--- config.mk ---
export PLATFORM = sky130hd
export DESIGN_NAME = smsp_port
export DESIGN_NICKNAME = d
export VERILOG_FILES = /design/src/smsp_pkg.sv /design/src/smsp_port.sv
export SDC_FILE = /design/constraint.sdc
export NUM_CORES = 1
export LEC_CHECK = 0
export ABC_AREA = 0
export BUFFER_PORTS_ARGS = -buffer_cell sky130_fd_sc_hd__buf_2
export CAP_MARGIN = 0
export CORE_MARGIN = 2
export CORE_UTILIZATION = 40
export CTS_CLUSTER_SIZE = 24
export DETAILED_ROUTE_END_ITERATION = 8
export PLACE_DENSITY = 0.59
export SETUP_SLACK_MARGIN = 0.05
export SLEW_MARGIN = 20
export SYNTH_ARGS = -nofsm -noshare
export SYNTH_HDL_FRONTEND = slang
export SYNTH_SLANG_ARGS = --single-unit
export TNS_END_PERCENT = 1
--- constraint.sdc ---
create_clock -name i_clock -period 2.5 [get_ports i_clock]
set_clock_uncertainty 0.15 [all_clocks]
set_input_delay 0.125 -clock i_clock [delete_from_list [all_inputs] [get_ports i_clock]]
set_output_delay 0.125 -clock i_clock [all_outputs]
set_load 0.03 [all_outputs]
--- src/smsp_pkg.sv ---
// smsp_pkg: shared constants and types of the spi serial port
// assumes one 8-bit register port and a single 10 MHz system clock
package smsp_pkg;
    // register byte addresses
    localparam logic [7:0] ADDR_BUFFER  = 8'h10;
    localparam logic [7:0] ADDR_CONTROL = 8'h14;
    localparam logic [7:0] ADDR_DIR     = 8'h18;
    localparam logic [7:0] ADDR_STATUS  = 8'h94;
    // serial_control fields
    localparam int CTL_WRITE_COLLISION_FLAG = 7;
    localparam int CTL_OVF  = 6;
    localparam int CTL_EN   = 5;
    localparam int CTL_CKP  = 4;
    // serial_status fields
    localparam int STA_SMP  = 7;
    localparam int STA_CKE  = 6;
    localparam int STA_STOP = 4;
    localparam int STA_BF   = 0;
    // values after reset
    localparam logic [7:0] CONTROL_RST = 8'h00;
    localparam logic [1:0] STATUS_RST  = 2'h0;
    localparam logic       DIR_RST     = 1'b1;
    // master half bit times in system clocks (osc/4, /16, /64)
    localparam logic [5:0] HALF_DIV4  = 6'h02;
    localparam logic [5:0] HALF_DIV16 = 6'h08;
    localparam logic [5:0] HALF_DIV64 = 6'h20;
    // half bit slot in which the master's eighth bit ends
    localparam logic [4:0] LAST_HALF_CKE1 = 5'h0F;
    localparam logic [4:0] LAST_HALF_CKE0 = 5'h10;
    localparam logic [2:0] LAST_BIT       = 3'h7;
    // port_mode_field encodings
    typedef enum logic [3:0] {
        MODE_DIV4  = 4'h0,
        MODE_DIV16 = 4'h1,
        MODE_DIV64 = 4'h2,
        MODE_TMR2  = 4'h3,
        MODE_SS    = 4'h4,
        MODE_NOSS  = 4'h5
    } smsp_mode_t;
    // master sequencer states
    typedef enum logic [1:0] {
        ST_IDLE = 2'h1,
        ST_RUN  = 2'h2
    } smsp_state_t;
    // pin drive group
    typedef struct packed {
        logic sck;
        logic sck_oe;
        logic serial_data_out;
        logic sdo_oe;
    } smsp_pins_t;
    // true for the four master encodings
    function automatic logic smsp_is_master(input logic [3:0] m);
        return m[3:2] == 2'h0;
    endfunction : smsp_is_master
endpackage : smsp_pkg

--- src/smsp_port.sv ---
// smsp_port: spi mode of the synchronous serial port (sync_serial_unit)
// assumes pins come from outside the clock domain; regs on a plain port
// Notes on behaviour
// - eight bits shift out and in together, one in per bit out
// - all four clock polarity and transmit edge pairs work
// - slave may use an active low select beside clock and data pins
// - in select-controlled slave, select level shapes sdo direction readback
// - serial_control is fully readable and writable
// - serial_status low six bits read only, top two read/write
// - the shifter is never directly reachable, only via serial_buffer
// - a full received byte moves to the buffer and raises the irq flag; a slave byte meeting a full buffer is lost
// - a buffer write loads both buffer and shifter
// - master samples at end of bit time when set, middle when clear
// - clock edge bit picks active-to-idle or idle-to-active transmit
// - status stop bit always reads clear, enabled or not
// - status bits 5,3,2,1 do nothing in spi mode
// - buffer full reads 1 with a byte waiting, 0 otherwise
// - mode field picks master rates or slave with or without select
// - clock polarity bit sets the clock idle level
// - reading the buffer clears buffer full
// - buffer write during a transfer is dropped and sets write collision
`timescale 1ns/100ps
module smsp_port (
    input  wire logic                i_clock,
    input  wire logic                i_rst,
    input  wire logic [7:0]          i_addr,
    input  wire logic [7:0]          i_wdata,
    input  wire logic                i_wr,
    input  wire logic                i_rd,
    input  wire logic                i_sck,
    input  wire logic                i_sdi,
    input  wire logic                i_ss_n,
    input  wire logic                i_tmr2_tick,
    output logic      [7:0]          o_rdata,
    output logic                     o_irq_flag_set,
    output smsp_pkg::smsp_pins_t     o_pins
);
    // pin synchroniser: bit0 sck, bit1 sdi, bit2 ss_n
    logic [2:0] s1_ff, s2_ff, s3_ff, flt_ff, nxt_flt;
    logic [7:0] ctrl_ff, nxt_ctrl, buf_ff, nxt_buf, sh_ff, nxt_sh;
    logic [7:0] rdata_ff, nxt_rdata;
    logic [1:0] sta_ff, nxt_sta;
    logic       bf_ff, nxt_bf, dir_ff, nxt_dir, sdo_ff, nxt_sdo;
    logic       act_ff, nxt_act, samp_ff, nxt_samp, irq_ff, nxt_irq;
    logic [2:0] cnt_ff, nxt_cnt;
    logic [4:0] half_ff, nxt_half, tog_ff, nxt_tog;
    logic [5:0] div_ff, nxt_div;
    smsp_pkg::smsp_state_t state_ff, nxt_state;
    smsp_pkg::smsp_pins_t  pins_ff, nxt_pins;
    // decoded controls
    logic en, master, slave, ss_ctl, sl_on, busy, wr_buf, rd_buf;
    logic clock_idle_polarity, cke, sample_phase_sel, tick, mid, endb, last, upd, act_e, idle_e;
    logic dir_rd, deliver, drop;
    logic [7:0] rx;
    logic [5:0] half_len;

    // three flops per pin; a change counts once the 2nd and 3rd agree
    always_comb begin
        for (int i = 0; i < 3; i++) begin
            nxt_flt[i] = (s2_ff[i] == s3_ff[i]) ? s3_ff[i] : flt_ff[i];
        end
    end

    always_ff @(posedge i_clock) begin
        if (i_rst) begin
            // idle levels: select high, data and clock low, so no false edge
            s1_ff  <= 3'h4;
            s2_ff  <= 3'h4;
            s3_ff  <= 3'h4;
            flt_ff <= 3'h4;
        end else begin
            s1_ff  <= {i_ss_n, i_sdi, i_sck};
            s2_ff  <= s1_ff;
            s3_ff  <= s2_ff;
            flt_ff <= nxt_flt;
        end
    end

    // register file, master sequencer and slave shifter
    always_comb begin
        en     = ctrl_ff[smsp_pkg::CTL_EN];
        clock_idle_polarity    = ctrl_ff[smsp_pkg::CTL_CKP];
        sample_phase_sel    = sta_ff[1];
        cke    = sta_ff[0];
        master = en && smsp_pkg::smsp_is_master(ctrl_ff[3:0]);
        slave  = en && (ctrl_ff[3:0] == smsp_pkg::MODE_SS ||
                        ctrl_ff[3:0] == smsp_pkg::MODE_NOSS);
        ss_ctl = ctrl_ff[3:0] == smsp_pkg::MODE_SS;
        sl_on  = slave && !(ss_ctl && flt_ff[2]);
        dir_rd = dir_ff || (en && ss_ctl && flt_ff[2]);
        busy   = (state_ff == smsp_pkg::ST_RUN) || (slave && cnt_ff != 3'h0);
        wr_buf = i_wr && i_addr == smsp_pkg::ADDR_BUFFER;
        rd_buf = i_rd && i_addr == smsp_pkg::ADDR_BUFFER;
        case (ctrl_ff[1:0])
            2'h0:    half_len = smsp_pkg::HALF_DIV4;
            2'h1:    half_len = smsp_pkg::HALF_DIV16;
            default: half_len = smsp_pkg::HALF_DIV64;
        endcase
        // timer-2 mode toggles the clock once per timer tick
        tick = (ctrl_ff[3:0] == smsp_pkg::MODE_TMR2) ? i_tmr2_tick
             : (div_ff == half_len - 6'h01);
        // bit timing within a half slot; cke=0 adds a trailing slot
        mid  = cke ? !half_ff[0] : half_ff[0];
        endb = cke ? half_ff[0] : (!half_ff[0] && half_ff != 5'h00);
        last = half_ff == (cke ? smsp_pkg::LAST_HALF_CKE1
                               : smsp_pkg::LAST_HALF_CKE0);
        upd    = (s2_ff[0] == s3_ff[0]) && (s3_ff[0] != flt_ff[0]);
        act_e  = upd && (s3_ff[0] != clock_idle_polarity);
        idle_e = upd && (s3_ff[0] == clock_idle_polarity);
        nxt_ctrl  = ctrl_ff;
        nxt_sta   = sta_ff;
        nxt_bf    = bf_ff;
        nxt_dir   = dir_ff;
        nxt_buf   = buf_ff;
        nxt_sh    = sh_ff;
        nxt_sdo   = sdo_ff;
        nxt_act   = act_ff;
        nxt_samp  = samp_ff;
        nxt_cnt   = cnt_ff;
        nxt_half  = half_ff;
        nxt_div   = div_ff;
        nxt_state = state_ff;
        nxt_tog   = tog_ff;
        nxt_irq   = 1'b0;
        nxt_rdata = 8'h00;
        deliver   = 1'b0;
        rx        = 8'h00;
        // master: runs only after a buffer write starts it
        if (master && state_ff == smsp_pkg::ST_RUN) begin
            nxt_div = tick ? 6'h00 : div_ff + 6'h01;
            if (tick) begin
                // only the cke=0 trailing slot holds the clock still
                if (half_ff != smsp_pkg::LAST_HALF_CKE0) begin
                    nxt_act = !act_ff;
                    nxt_tog = tog_ff + 5'h01;
                end
                if (mid && !sample_phase_sel && half_ff != smsp_pkg::LAST_HALF_CKE0)
                    nxt_samp = flt_ff[1];
                if (endb) begin
                    rx      = {sh_ff[6:0], sample_phase_sel ? flt_ff[1] : samp_ff};
                    nxt_sh  = rx;
                    nxt_sdo = sh_ff[6];
                    nxt_cnt = cnt_ff + 3'h1;
                end
                nxt_half = half_ff + 5'h01;
                if (last) begin
                    nxt_state = smsp_pkg::ST_IDLE;
                    nxt_cnt   = 3'h0;
                    deliver   = 1'b1;
                end
            end
        end
        // slave: clocked by the filtered pin edges
        if (slave) begin
            if (ss_ctl && flt_ff[2]) begin
                nxt_cnt = 3'h0;
            end else begin
                if (cke ? idle_e : act_e)
                    nxt_sdo = sh_ff[7];
                if (cke ? act_e : idle_e) begin
                    rx      = {sh_ff[6:0], flt_ff[1]};
                    nxt_sh  = rx;
                    nxt_cnt = cnt_ff + 3'h1;
                    deliver = cnt_ff == smsp_pkg::LAST_BIT;
                end
            end
        end
        // a slave byte arriving on a full buffer is lost
        drop = deliver && slave && bf_ff;
        // software register access; hardware set wins over a clear
        if (i_wr) begin
            case (i_addr)
                smsp_pkg::ADDR_CONTROL: nxt_ctrl = i_wdata;
                smsp_pkg::ADDR_STATUS:  nxt_sta = i_wdata[7:6];
                smsp_pkg::ADDR_DIR:     nxt_dir = i_wdata[0];
                default: ;
            endcase
        end
        if (wr_buf) begin
            if (busy) begin
                nxt_ctrl[smsp_pkg::CTL_WRITE_COLLISION_FLAG] = 1'b1;
            end else begin
                nxt_buf = i_wdata;
                nxt_sh  = i_wdata;
                nxt_sdo = i_wdata[7];
                if (master) begin
                    nxt_state = smsp_pkg::ST_RUN;
                    nxt_half  = 5'h00;
                    nxt_div   = 6'h00;
                    nxt_cnt   = 3'h0;
                    nxt_act   = 1'b0;
                    nxt_tog   = 5'h00;
                end
            end
        end
        if (rd_buf)
            nxt_bf = 1'b0;
        if (drop) begin
            nxt_ctrl[smsp_pkg::CTL_OVF] = 1'b1;
        end else if (deliver) begin
            nxt_buf = rx;
            nxt_bf  = 1'b1;
            nxt_irq = 1'b1;
        end
        // disabling parks the engine and idles the clock
        if (!en) begin
            nxt_state = smsp_pkg::ST_IDLE;
            nxt_cnt   = 3'h0;
            nxt_act   = 1'b0;
        end
        // read data; the shifter has no address at all
        if (i_rd) begin
            case (i_addr)
                smsp_pkg::ADDR_CONTROL: nxt_rdata = ctrl_ff;
                smsp_pkg::ADDR_STATUS:
                    nxt_rdata = {sta_ff, 1'b0, 1'b0, 3'h0, bf_ff};
                smsp_pkg::ADDR_BUFFER:  nxt_rdata = buf_ff;
                smsp_pkg::ADDR_DIR:     nxt_rdata = {7'h00, dir_rd};
                default:                nxt_rdata = 8'h00;
            endcase
        end
        // pins follow the next state so they line up with it
        nxt_pins.sck    = clock_idle_polarity ^ (master && nxt_act);
        nxt_pins.sck_oe = master;
        nxt_pins.serial_data_out    = nxt_sdo;
        nxt_pins.sdo_oe = (master || sl_on) && !dir_rd;
    end

    always_ff @(posedge i_clock) begin
        if (i_rst) begin
            ctrl_ff  <= smsp_pkg::CONTROL_RST;
            sta_ff   <= smsp_pkg::STATUS_RST;
            dir_ff   <= smsp_pkg::DIR_RST;
            bf_ff    <= 1'b0;
            buf_ff   <= 8'h00;
            sh_ff    <= 8'h00;
            sdo_ff   <= 1'b0;
            act_ff   <= 1'b0;
            samp_ff  <= 1'b0;
            cnt_ff   <= 3'h0;
            half_ff  <= 5'h00;
            div_ff   <= 6'h00;
            tog_ff   <= 5'h00;
            state_ff <= smsp_pkg::ST_IDLE;
            irq_ff   <= 1'b0;
            rdata_ff <= 8'h00;
            pins_ff  <= '0;
        end else begin
            ctrl_ff  <= nxt_ctrl;
            sta_ff   <= nxt_sta;
            dir_ff   <= nxt_dir;
            bf_ff    <= nxt_bf;
            buf_ff   <= nxt_buf;
            sh_ff    <= nxt_sh;
            sdo_ff   <= nxt_sdo;
            act_ff   <= nxt_act;
            samp_ff  <= nxt_samp;
            cnt_ff   <= nxt_cnt;
            half_ff  <= nxt_half;
            div_ff   <= nxt_div;
            tog_ff   <= nxt_tog;
            state_ff <= nxt_state;
            irq_ff   <= nxt_irq;
            rdata_ff <= nxt_rdata;
            pins_ff  <= nxt_pins;
        end
    end

    assign o_rdata        = rdata_ff;
    assign o_irq_flag_set = irq_ff;
    assign o_pins         = pins_ff;
endmodule : smsp_port

==> results.py, run 1 <==
metrics = {
    "critical_path": {
        "r2r_slack_ns": -0.07,
        "crit_slowest_cell": "or4_4",
        "crit_type": "flip-flop to flip-flop",
        "crit_start": "ctrl_ff[1]",
        "r2r_end": "sh_ff[4]",
        "r2r-start": "ctrl_ff[1]",
        "end_kind": "flip-flop",
        "cp_data_arrival_time_ns": 2.63,
        "crit_fanout": 8,
        "cp.required_ns": 2.57,
        "crit_buf_inv": 2,
        "rr_worst_depth": 8,
        "path_depth": 8,
        "path_cells": "or4_4 -> a2111oi_4 -> buf_4 -> a31o_4 -> a21o_4 -> buf_12 -> mux2i_2 -> a211oi_2",
        "max_stage_delay_ns": 0.54,
        "critPathCapture": "sh_ff[4]",
        "critical_path.top_delay_family": "compound AO/OA/AOI/OAI gates",
        "crit_path_start_kind": "flip-flop",
    },
    "floorplanning": {
        "rows": 34,
        "fp.coreArea_um2": 8720,
        "die_h_um": 99.0,
        "dieArea_um2": 9800,
        "initial_core_util": 0.414,
        "io_pins": 37,
        "fp.dieW_um": 99.0,
    },
    "global_routing": {
        "grt_pass1_vias": 3202,
        "grt_use_total": 0.209,
        "antenna_found_initial": 0,
        "grt_max_degree": 35,
        "grt-ovfl-total": 0,
        "grt_pass1_wl_um": 16200,
    },
    "power": {
        "peakVddDrop_v": 0.000304,
        "combPwrFrac": 0.036,
        "finalPower_mw": 2.35,
        "p_int_mw": 1.84,
        "p_switching_mw": 0.507,
        "leakagePower_nw": 1.83,
        "power.density_nw_per_um2": 499,
        "swShare": 0.216,
        "clock_power_share": 0.479,
        "power_frac_seq": 0.485,
    },
    "logic_synthesis": {
        "synth_top_area_frac": 0.394,
        "synthArstFlopShare": 0,
        "synthTopCellsByArea": "dfxtp_1, mux2i_1, a21oi_1",
        "yosys_warnings": 0,
        "synth_cell_types": 63,
        "synth_fp_nets": 454,
        "synth_seq_cells": 71,
        "synth_edf_count": 0,
        "ys.flop_type": "dfxtp_1",
        "synth_top_area_cell": "dfxtp_1",
        "synth.yosys.seq_area_share": 0.394,
        "syn_area_per_cell_um2": 8.56,
        "synth_cells": 422,
        "syn_area_um2": 3610,
    },
    "cells_and_area": {
        "final.fill_count": 802,
        "drive_gt1_frac": 0.257,
        "diodes": 0,
        "layout-area-overhead-vs-synth_pct": 30.3,
        "nNetsFinal": 528,
        "fin_cells": 609,
        "multi_input_area_um2": 2170,
        "regArea_um2": 1420,
    },
    "placement": {
        "dp.cells": 572,
        "place_congestion": 0.951,
        "hpwl_um": 7060,
        "post-place-ws_ns": -0.0991,
        "port_buffers": 36,
    },
    "flow_run": {
        "drv_cap": 0,
    },
    "clock_network": {
        "cts_num_sinks": 71,
        "htreeDepth": 3,
        "clock_path_buffers": 2,
        "clk_latency_ns": 0.34,
        "path_clk_slew_ns": 0.08,
        "cts_tree": "built",
        "cts-buffers-inserted": 9,
        "cts_root_buffer": "clkbuf_8",
    },
    "detailed_routing": {
        "drt_first_iter_violations": 146,
        "met2_length_um": 4480,
        "drc": 0,
        "wl_met1_um": 4660,
        "wl_met3_um": 643,
        "wirelength_um": 9990,
        "ant_nets": 0,
        "viasPerCell": 5.56,
        "wl_per_cell_um": 16.4,
        "first_pass_iters": 5,
        "vias": 3388,
        "top_layer_used": "met4",
    },
    "sta": {
        "max_freq_ghz": 0.390,
        "hold_viol": 0,
        "setup_tns_ns": -0.0958,
        "worst_pin_slew_ns": 0.583,
        "slew-limit-headroom": 0.611,
        "setup_ws_ns": -0.0650,
        "min_period_over_period": 1.03,
        "finalHoldWorstSlack_ns": 0.0799,
        "rsz0062_at_grt": "true",
        "maxSlewViolCount": 0,
        "finalSetupViolations": 5,
        "finalCriticalPeriod_ns": 2.57,
    },
    "outcome": {
        "violations": "setup timing",
        "status": "complete, but fails checks",
    },
    "hold_path": {
        "holdCritPathClass": "input port to flip-flop",
    },
}
[worst reg2reg max path: stages (launching register included)]
cell and delay [ns]:
dfxtp_2 0.34, or4_4 0.54, a2111oi_4 0.40, buf_4 0.20, a31o_4 0.16, a21o_4 0.16
buf_12 0.15, mux2i_2 0.25, a211oi_2 0.10
[area by class of cell]
| class | count | share of cell area |
|---|---|---|
| Multi-Input combinational cell | 314 | 0.461 |
| Sequential cell | 71 | 0.303 |
| Timing Repair Buffer | 87 | 0.146 |
| Tap cell | 108 | 0.0287 |
| Clock buffer | 9 | 0.0263 |
| Clock inverter | 7 | 0.0250 |
| Inverter | 13 | 0.0104 |
[cell usage in the layout (no fill, tap or decap), types with 4 or more instances in the layout]
cell / n
nor3_1: 18
inv_1: 13
nand3_1: 9
clkbuf_8: 9
or2_2: 4
nor2b_1: 11
nor2_1: 37
nand2_1: 40
or3_1: 5
a21o_1: 7
nand4_1: 10
o21ai_0: 8
a211oi_1: 5
nor4_1: 4
o211ai_1: 4
dfxtp_1: 69
dlygate4sd3_1: 13
a21oi_1: 32
ha_1: 7
a21oi_2: 4
a22oi_1: 9
buf_4: 32
buf_2: 36
nand2b_1: 6
buf_12: 4
mux2i_1: 20
[registers in the layout, indices dropped and copies added, names as in the netlist]
name,flops
act_ff,1
bf_ff,1
buf_ff,8
cnt_ff,3
ctrl_ff,8
dir_ff,1
div_ff,6
flt_ff,3
half_ff,5
o_irq_flag_set,1
o_pins,4
o_rdata,8
s1_ff,3
s2_ff,3
s3_ff,3
samp_ff,1
sh_ff,8
sta_ff,2
state_ff,2
[cells by family (layout without fill, tap and decap cells)]
| family | Yosys count | in the layout | synth area share |
|---|---|---|---|
| buffers and inverters | 37 | 116 | 0.0520 |
| muxes | 27 | 27 | 0.0762 |
| and+or+nand+nor | 178 | 178 | 0.257 |
| AOI/OAI and AO/OA | 96 | 96 | 0.182 |
| DFF | 71 | 71 | 0.394 |
| adders and majority gates | 8 | 8 | 0.0277 |
| xor gates and xnor gates | 5 | 5 | 0.0121 |
[routing by layer]
metal	vias to the layer above	global-route usage
met5	-	0
met1	1587	0.283
met2	116	0.323
met4	0	0.0780
li1	1667	-
met3	18	0.0518
[through the flow]
step | area (um^2) | utilization
floorplan | 3660 | -
global placement | 4100 | 0.470
detailed placement | 4100 | 0.470
CTS | 4640 | 0.533
global route | 4710 | 0.540
finish | 4710 | 0.540
[how the worst min path moves through the flow]
stage,cells past startpoint,end,slack [ns],startpoint
global route,5,dir_ff,0.11,i_addr[3]
global placement,2,s1_ff[2],0.16,i_ss_n
CTS,5,dir_ff,0.06,i_addr[3]
finish,5,dir_ff,0.08,i_addr[3]
floorplan,1,s1_ff[2],0.08,i_ss_n
detailed placement,2,s1_ff[2],0.16,i_ss_n
[Yosys cell counts (2+ instances only)]
master / n
dfxtp_1: 71
nand2_1: 40
nor2_1: 40
a21oi_1: 36
mux2i_1: 23
nor3_1: 20
clkbuf_1: 13
inv_1: 13
nor2b_1: 12
nand3_1: 10
nand4_1: 10
a22oi_1: 9
a21o_1: 8
ha_1: 8
o21ai_0: 8
a211oi_1: 7
nand2b_1: 6
or2_2: 5
or3_1: 5
and3_1: 4
nor4_1: 4
o211ai_1: 4
xnor2_1: 4
a311oi_1: 3
a31oi_1: 3
and2_1: 3
buf_1: 3
buf_6: 3
mux2_1: 3
o21ai_1: 3
a41o_1: 2
buf_2: 2
buf_4: 2
nand3_2: 2
nand3b_1: 2
nor4b_1: 2
o31a_1: 2
or3b_1: 2
[power by group through the flow]
stage / registers, mW / logic, mW / clock network (mW)
3_5_place_dp: 1.17 / 0.0666 / 0
4_1_cts: 1.14 / 0.0825 / 1.15
3_3_place_gp: 1.17 / 0.0659 / 0
2_1_floorplan: 1.17 / 0.0301 / 0
5_1_grt: 1.14 / 0.0917 / 1.19
6_report: 1.14 / 0.0845 / 1.12
[repair_timing]
item / 4_1_cts / 5_1_grt
hold buffers: 13 / 0
endpoints found under the hold margin: 24 / 0
endpoints found under the setup margin: 33 / 39
buffers inserted: 6 / 0
pin swaps: 22 / 10
gates cloned: 2 / 0
resized for setup: 16 / 14
(Power assumes the default switching activity.)
==> run 2, diff against run 1 <==
--- a/config.mk
+++ b/config.mk
@@ -8,6 +8,7 @@
 export ABC_AREA = 0
 export BUFFER_PORTS_ARGS = -buffer_cell sky130_fd_sc_hd__buf_2
 export CAP_MARGIN = 0
+export CORE_ASPECT_RATIO = 1.2
 export CORE_MARGIN = 2
 export CORE_UTILIZATION = 40
 export CTS_CLUSTER_SIZE = 24
==> results.py, run 2 (synthesis gave the netlist of run 1 again) <==
metrics = {
    "global_routing": {
        "met3_usage": 0.0265,
        "busiest_layer": "met2",
        "grt_use_total": 0.217,
        "antenna_found_initial": 0,
        "grt_pass1_vias": 3271,
        "grt_max_degree": 34,
        "grt_pass1_wl_um": 16500,
        "use_met2": 0.396,
        "grt-ovfl-total": 0,
        "grtUsageMet1": 0.253,
    },
    "detailed_routing": {
        "first_pass_iters": 5,
        "drc": 0,
        "wl_per_cell_um": 16.3,
        "vias": 3298,
        "wirelength_um": 10100,
        "viasPerCell": 5.31,
        "ant_nets": 0,
        "drt_first_iter_violations": 121,
    },
    "critical_path": {
        "crit_start": "ctrl_ff[0]",
        "cp_data_arrival_time_ns": 2.64,
        "end_kind": "flip-flop",
        "critPathCapture": "sh_ff[4]",
        "rr_worst_depth": 10,
        "r2r_end": "sh_ff[4]",
        "crit_type": "flip-flop to flip-flop",
        "crit_fanout": 8,
        "r2r-start": "ctrl_ff[0]",
        "crit_path_start_kind": "flip-flop",
        "cp.required_ns": 2.62,
        "r2r_slack_ns": -0.03,
    },
    "clock_network": {
        "cts_num_sinks": 71,
        "cts-buffers-inserted": 9,
        "path_clk_slew_ns": 0.07,
        "cts_root_buffer": "clkbuf_8",
        "htreeDepth": 3,
        "cts_tree": "built",
        "clock_path_buffers": 2,
        "clk_latency_ns": 0.35,
    },
    "cells_and_area": {
        "stdcell_area_um2": 4610,
        "final_cell_mix": "dfxtp_1, nand2_1, nor2_1",
        "diodes": 0,
        "nNetsFinal": 529,
        "mostFrequentLayoutCell": "dfxtp_1",
        "layout-area-overhead-vs-synth_pct": 27.6,
        "regArea_um2": 1420,
        "final.fill_count": 888,
        "drive_gt1_frac": 0.250,
        "multi_input_area_um2": 2120,
    },
    "power": {
        "leakagePower_nw": 1.79,
        "peakVddDrop_v": 0.000252,
        "power_frac_seq": 0.542,
        "clock_power_share": 0.418,
        "power.density_nw_per_um2": 457,
        "combPwrFrac": 0.040,
        "p_switching_mw": 0.479,
        "p_int_mw": 1.62,
        "swShare": 0.228,
    },
    "sta": {
        "hold_viol": 0,
        "finalSetupViolations": 6,
        "max_freq_ghz": 0.396,
        "slew-limit-headroom": 0.572,
        "worst_pin_slew_ns": 0.641,
        "min_period_over_period": 1.01,
        "finalCriticalPeriod_ns": 2.53,
        "maxSlewViolCount": 0,
        "rsz0062_at_grt": "true",
        "setup_ws_ns": -0.0283,
    },
    "hold_path": {
        "holdCritPathClass": "input port to flip-flop",
        "hold_depth": 2,
    },
    "floorplanning": {
        "rows": 38,
        "fp.coreArea_um2": 8890,
        "dieArea_um2": 9810,
        "fp.dieW_um": 90.7,
        "io_pins": 37,
        "initial_core_util": 0.406,
        "die_h_um": 108,
    },
    "outcome": {
        "status": "complete, but fails checks",
        "violations": "setup timing",
    },
    "placement": {
        "hpwl_um": 7090,
        "placed_cell_area_um2": 4130,
        "post-place-ws_ns": -0.136,
        "port_buffers": 36,
        "place_congestion": 0.865,
    },
    "flow_run": {
        "drv_cap": 0,
    },
}
[run 2: worst max-delay path: stages, from the launching register on]
cell	delay (ns)
dfxtp_2	0.35
or2b_1	0.28
ha_4	0.18
xor2_2	0.17
mux2i_2	0.17
buf_4	0.16
a31o_4	0.25
a21o_4	0.24
buf_12	0.15
mux2i_2	0.14
a211oi_2	0.19
[run 2: power groups by stage]
stage / Clock, mW / Sequential [mW] / Combinational, mW
after global routing: 0.944 / 1.14 / 0.0911
final: 0.880 / 1.14 / 0.0831
after CTS: 0.902 / 1.14 / 0.0829
after detailed placement: 0 / 1.17 / 0.0673
after global placement: 0 / 1.17 / 0.0660
after floorplan: 0 / 1.17 / 0.0301
[run 2: final cells by class]
| class | count | area share |
|---|---|---|
| clock buffer | 10 | 0.0277 |
| clock inverter | 5 | 0.0109 |
| inverter | 13 | 0.0106 |
| multi-input combinational | 314 | 0.461 |
| sequential | 71 | 0.309 |
| tap | 120 | 0.0326 |
| timing repair buffer | 88 | 0.148 |
[run 2: layer usage]
metal  routed length, um  part of all wire
met4                 222             0.022
met5                   0                 0
met3                 306             0.030
met1                4390              0.43
met2                5220              0.51
[run 2: timing repair]
action	4_1_cts	5_1_grt
endpoints found under the setup margin	36	36
hold buffers	13	0
resized for setup	6	14
pin swaps	4	17
buffers inserted	4	0
gates cloned	1	1
endpoints found under the hold margin	24	0
[run 2: worst min-delay path by stage]
stage | start | to | slack (ns)
after floorplan | i_ss_n | s1_ff[2] | 0.08
after global placement | i_ss_n | s1_ff[2] | 0.16
after detailed placement | i_ss_n | s1_ff[2] | 0.16
after CTS | i_addr[3] | dir_ff | 0.07
after global routing | i_addr[3] | dir_ff | 0.1
final | i_rst | half_ff[2] | 0.08
[run 2: through the flow]
| stage | std cells | utilization | power (mW) | TNS, ns | hold WS, ns |
|---|---|---|---|---|---|
| floorplan | 422 | - | 1.20 | 0 | 0.0788 |
| global placement | 587 | 0.464 | 1.23 | -0.147 | 0.161 |
| detailed placement | 587 | 0.464 | 1.23 | -1.33 | 0.165 |
| CTS | 620 | 0.508 | 2.12 | 0 | 0.0669 |
| global route | 621 | 0.518 | 2.18 | -1.49 | 0.0977 |
| finish | 621 | 0.518 | 2.10 | -0.0743 | 0.0757 |
==> run 3, diff against run 2 <==
--- a/config.mk
+++ b/config.mk
@@ -8,12 +8,12 @@
 export ABC_AREA = 0
 export BUFFER_PORTS_ARGS = -buffer_cell sky130_fd_sc_hd__buf_2
 export CAP_MARGIN = 0
-export CORE_ASPECT_RATIO = 1.2
+export CORE_ASPECT_RATIO = 1.5
 export CORE_MARGIN = 2
 export CORE_UTILIZATION = 40
 export CTS_CLUSTER_SIZE = 24
 export DETAILED_ROUTE_END_ITERATION = 8
-export PLACE_DENSITY = 0.59
+export PLACE_DENSITY = 0.66
 export SETUP_SLACK_MARGIN = 0.05
 export SLEW_MARGIN = 20
 export SYNTH_ARGS = -nofsm -noshare
==> results.py, run 3 (synthesis gave the netlist of run 1 again) <==
metrics = {
    "outcome": {
        "status": "complete, no violations",
    },
    "cells_and_area": {
        "fin_cells": 603,
        "diodes": 0,
        "final_cell_mix": "dfxtp_1, nand2_1, nor2_1",
        "nNetsFinal": 520,
        "drive_gt1_frac": 0.225,
        "fin_util": 0.526,
        "layout-area-overhead-vs-synth_pct": 27.8,
        "mostFrequentLayoutCell": "dfxtp_1",
    },
    "placement": {
        "dp.cells": 571,
        "hpwl_um": 7150,
        "port_buffers": 36,
        "place_congestion": 0.916,
    },
    "clock_network": {
        "path_clk_slew_ns": 0.06,
        "htreeDepth": 3,
        "cts-buffers-inserted": 9,
        "cts_tree": "built",
        "clock_path_buffers": 2,
        "clk_latency_ns": 0.34,
        "cts_num_sinks": 71,
        "cts_root_buffer": "clkbuf_16",
    },
    "sta": {
        "finalSetupViolations": 0,
        "worst_pin_slew_ns": 0.586,
        "slew-limit-headroom": 0.609,
        "rsz0062_at_grt": "true",
        "min_period_over_period": 0.991,
        "setup_tns_ns": 0,
        "max_freq_ghz": 0.404,
        "maxSlewViolCount": 0,
        "finalCriticalPeriod_ns": 2.48,
        "hold_viol": 0,
    },
    "power": {
        "p_int_mw": 1.87,
        "clock_power_share": 0.492,
        "p_switching_mw": 0.536,
        "leakagePower_nw": 1.77,
        "combPwrFrac": 0.035,
        "swShare": 0.222,
        "peakVddDrop_v": 0.000374,
        "power.density_nw_per_um2": 522,
        "power_frac_seq": 0.474,
    },
    "critical_path": {
        "end_kind": "flip-flop",
        "r2r-start": "ctrl_ff[0]",
        "crit_type": "flip-flop to flip-flop",
        "cp_data_arrival_time_ns": 2.58,
        "crit_fanout": 8,
        "crit_start": "ctrl_ff[0]",
        "cp.required_ns": 2.60,
        "crit_path_start_kind": "flip-flop",
    },
    "detailed_routing": {
        "wirelength_um": 9800,
        "vias": 3327,
        "drc": 0,
        "viasPerCell": 5.52,
        "drt_first_iter_violations": 196,
        "ant_nets": 0,
        "first_pass_iters": 4,
        "wl_per_cell_um": 16.2,
    },
    "global_routing": {
        "antenna_found_initial": 0,
        "grt_pass1_vias": 3195,
        "grt-ovfl-total": 0,
        "grt_max_degree": 33,
        "grt_use_total": 0.207,
        "grt_pass1_wl_um": 15300,
    },
    "flow_run": {
        "drv_cap": 0,
    },
    "floorplanning": {
        "rows": 42,
        "dieArea_um2": 9820,
        "initial_core_util": 0.411,
        "die_h_um": 120,
        "io_pins": 37,
        "fp.dieW_um": 81.6,
        "fp.coreArea_um2": 8780,
    },
    "hold_path": {
        "holdCritPathClass": "input port to flip-flop",
        "hp-start": "i_addr[3]",
    },
}
[run 3: cell count changes in the layout (fill, tap and decap cells not counted), sizes merged]
cell and delta:
clkinv -1, clkinvlp +2, buf -8, bufbuf -1
bufinv -1, clkbuf +1
[run 3: worst max-delay path: stages, from the launching register on]
cell and delay, ns:
dfxtp_4 0.36, or2b_1 0.28, ha_4 0.19, xor2_4 0.19, mux2i_4 0.23, a31o_4 0.26, a21o_4 0.24, buf_12 0.15
mux2i_1 0.11, a211oi_1 0.23
[run 3: final timing paths]
path	end	slack, ns	cells after the start
setup / recovery	sh_ff[6]	0.02	9
hold / removal	dir_ff	0.09	5
hold reg to reg	s2_ff[2]	0.26	1
setup reg to reg	sh_ff[6]	0.02	9
[run 3: cell type report]
cell class,count,area (um^2)
clock buffers,11,243
fillers,799,4160
repair buffers,79,603
multi-input cells,314,2120
clock inverters,5,33.8
inverters,13,48.8
well taps,110,138
flip-flops and latches,71,1430
[run 3: routing by layer]
layer	global-route usage	vias up	part of all wire
li1	-	1649	-
met1	0.224	1573	0.40
met2	0.364	79	0.53
met5	0	-	0
met4	0.101	0	0.036
met3	0.0530	26	0.036
[run 3: per-stage QoR]
stage	cell area [um^2]	hold WS (ns)	power, mW	setup WS (ns)
6_report	4610	0.0944	2.41	0.0232
5_1_grt	4610	0.129	2.48	-0.0810
4_1_cts	4540	0.0873	2.43	0.0323
3_3_place_gp	4080	0.160	1.23	0.00167
3_5_place_dp	4080	0.164	1.23	-0.0561
2_1_floorplan	3660	0.0788	1.20	0.0144
[run 3: repair_timing]
action	4_1_cts	5_1_grt
cloned	0	1
pin swaps	5	15
hold endpoints to repair	24	0
hold buffers	13	0
buffers inserted	2	0
gates resized for setup	7	10
setup endpoints to repair	23	39
[run 3: power by group through the flow]
stage | clock network, mW | logic (mW) | registers, mW
after floorplan | 0 | 0.0301 | 1.17
after global placement | 0 | 0.0665 | 1.17
after detailed placement | 0 | 0.0678 | 1.17
after CTS | 1.20 | 0.0831 | 1.14
after global routing | 1.25 | 0.0917 | 1.14
final | 1.18 | 0.0835 | 1.14
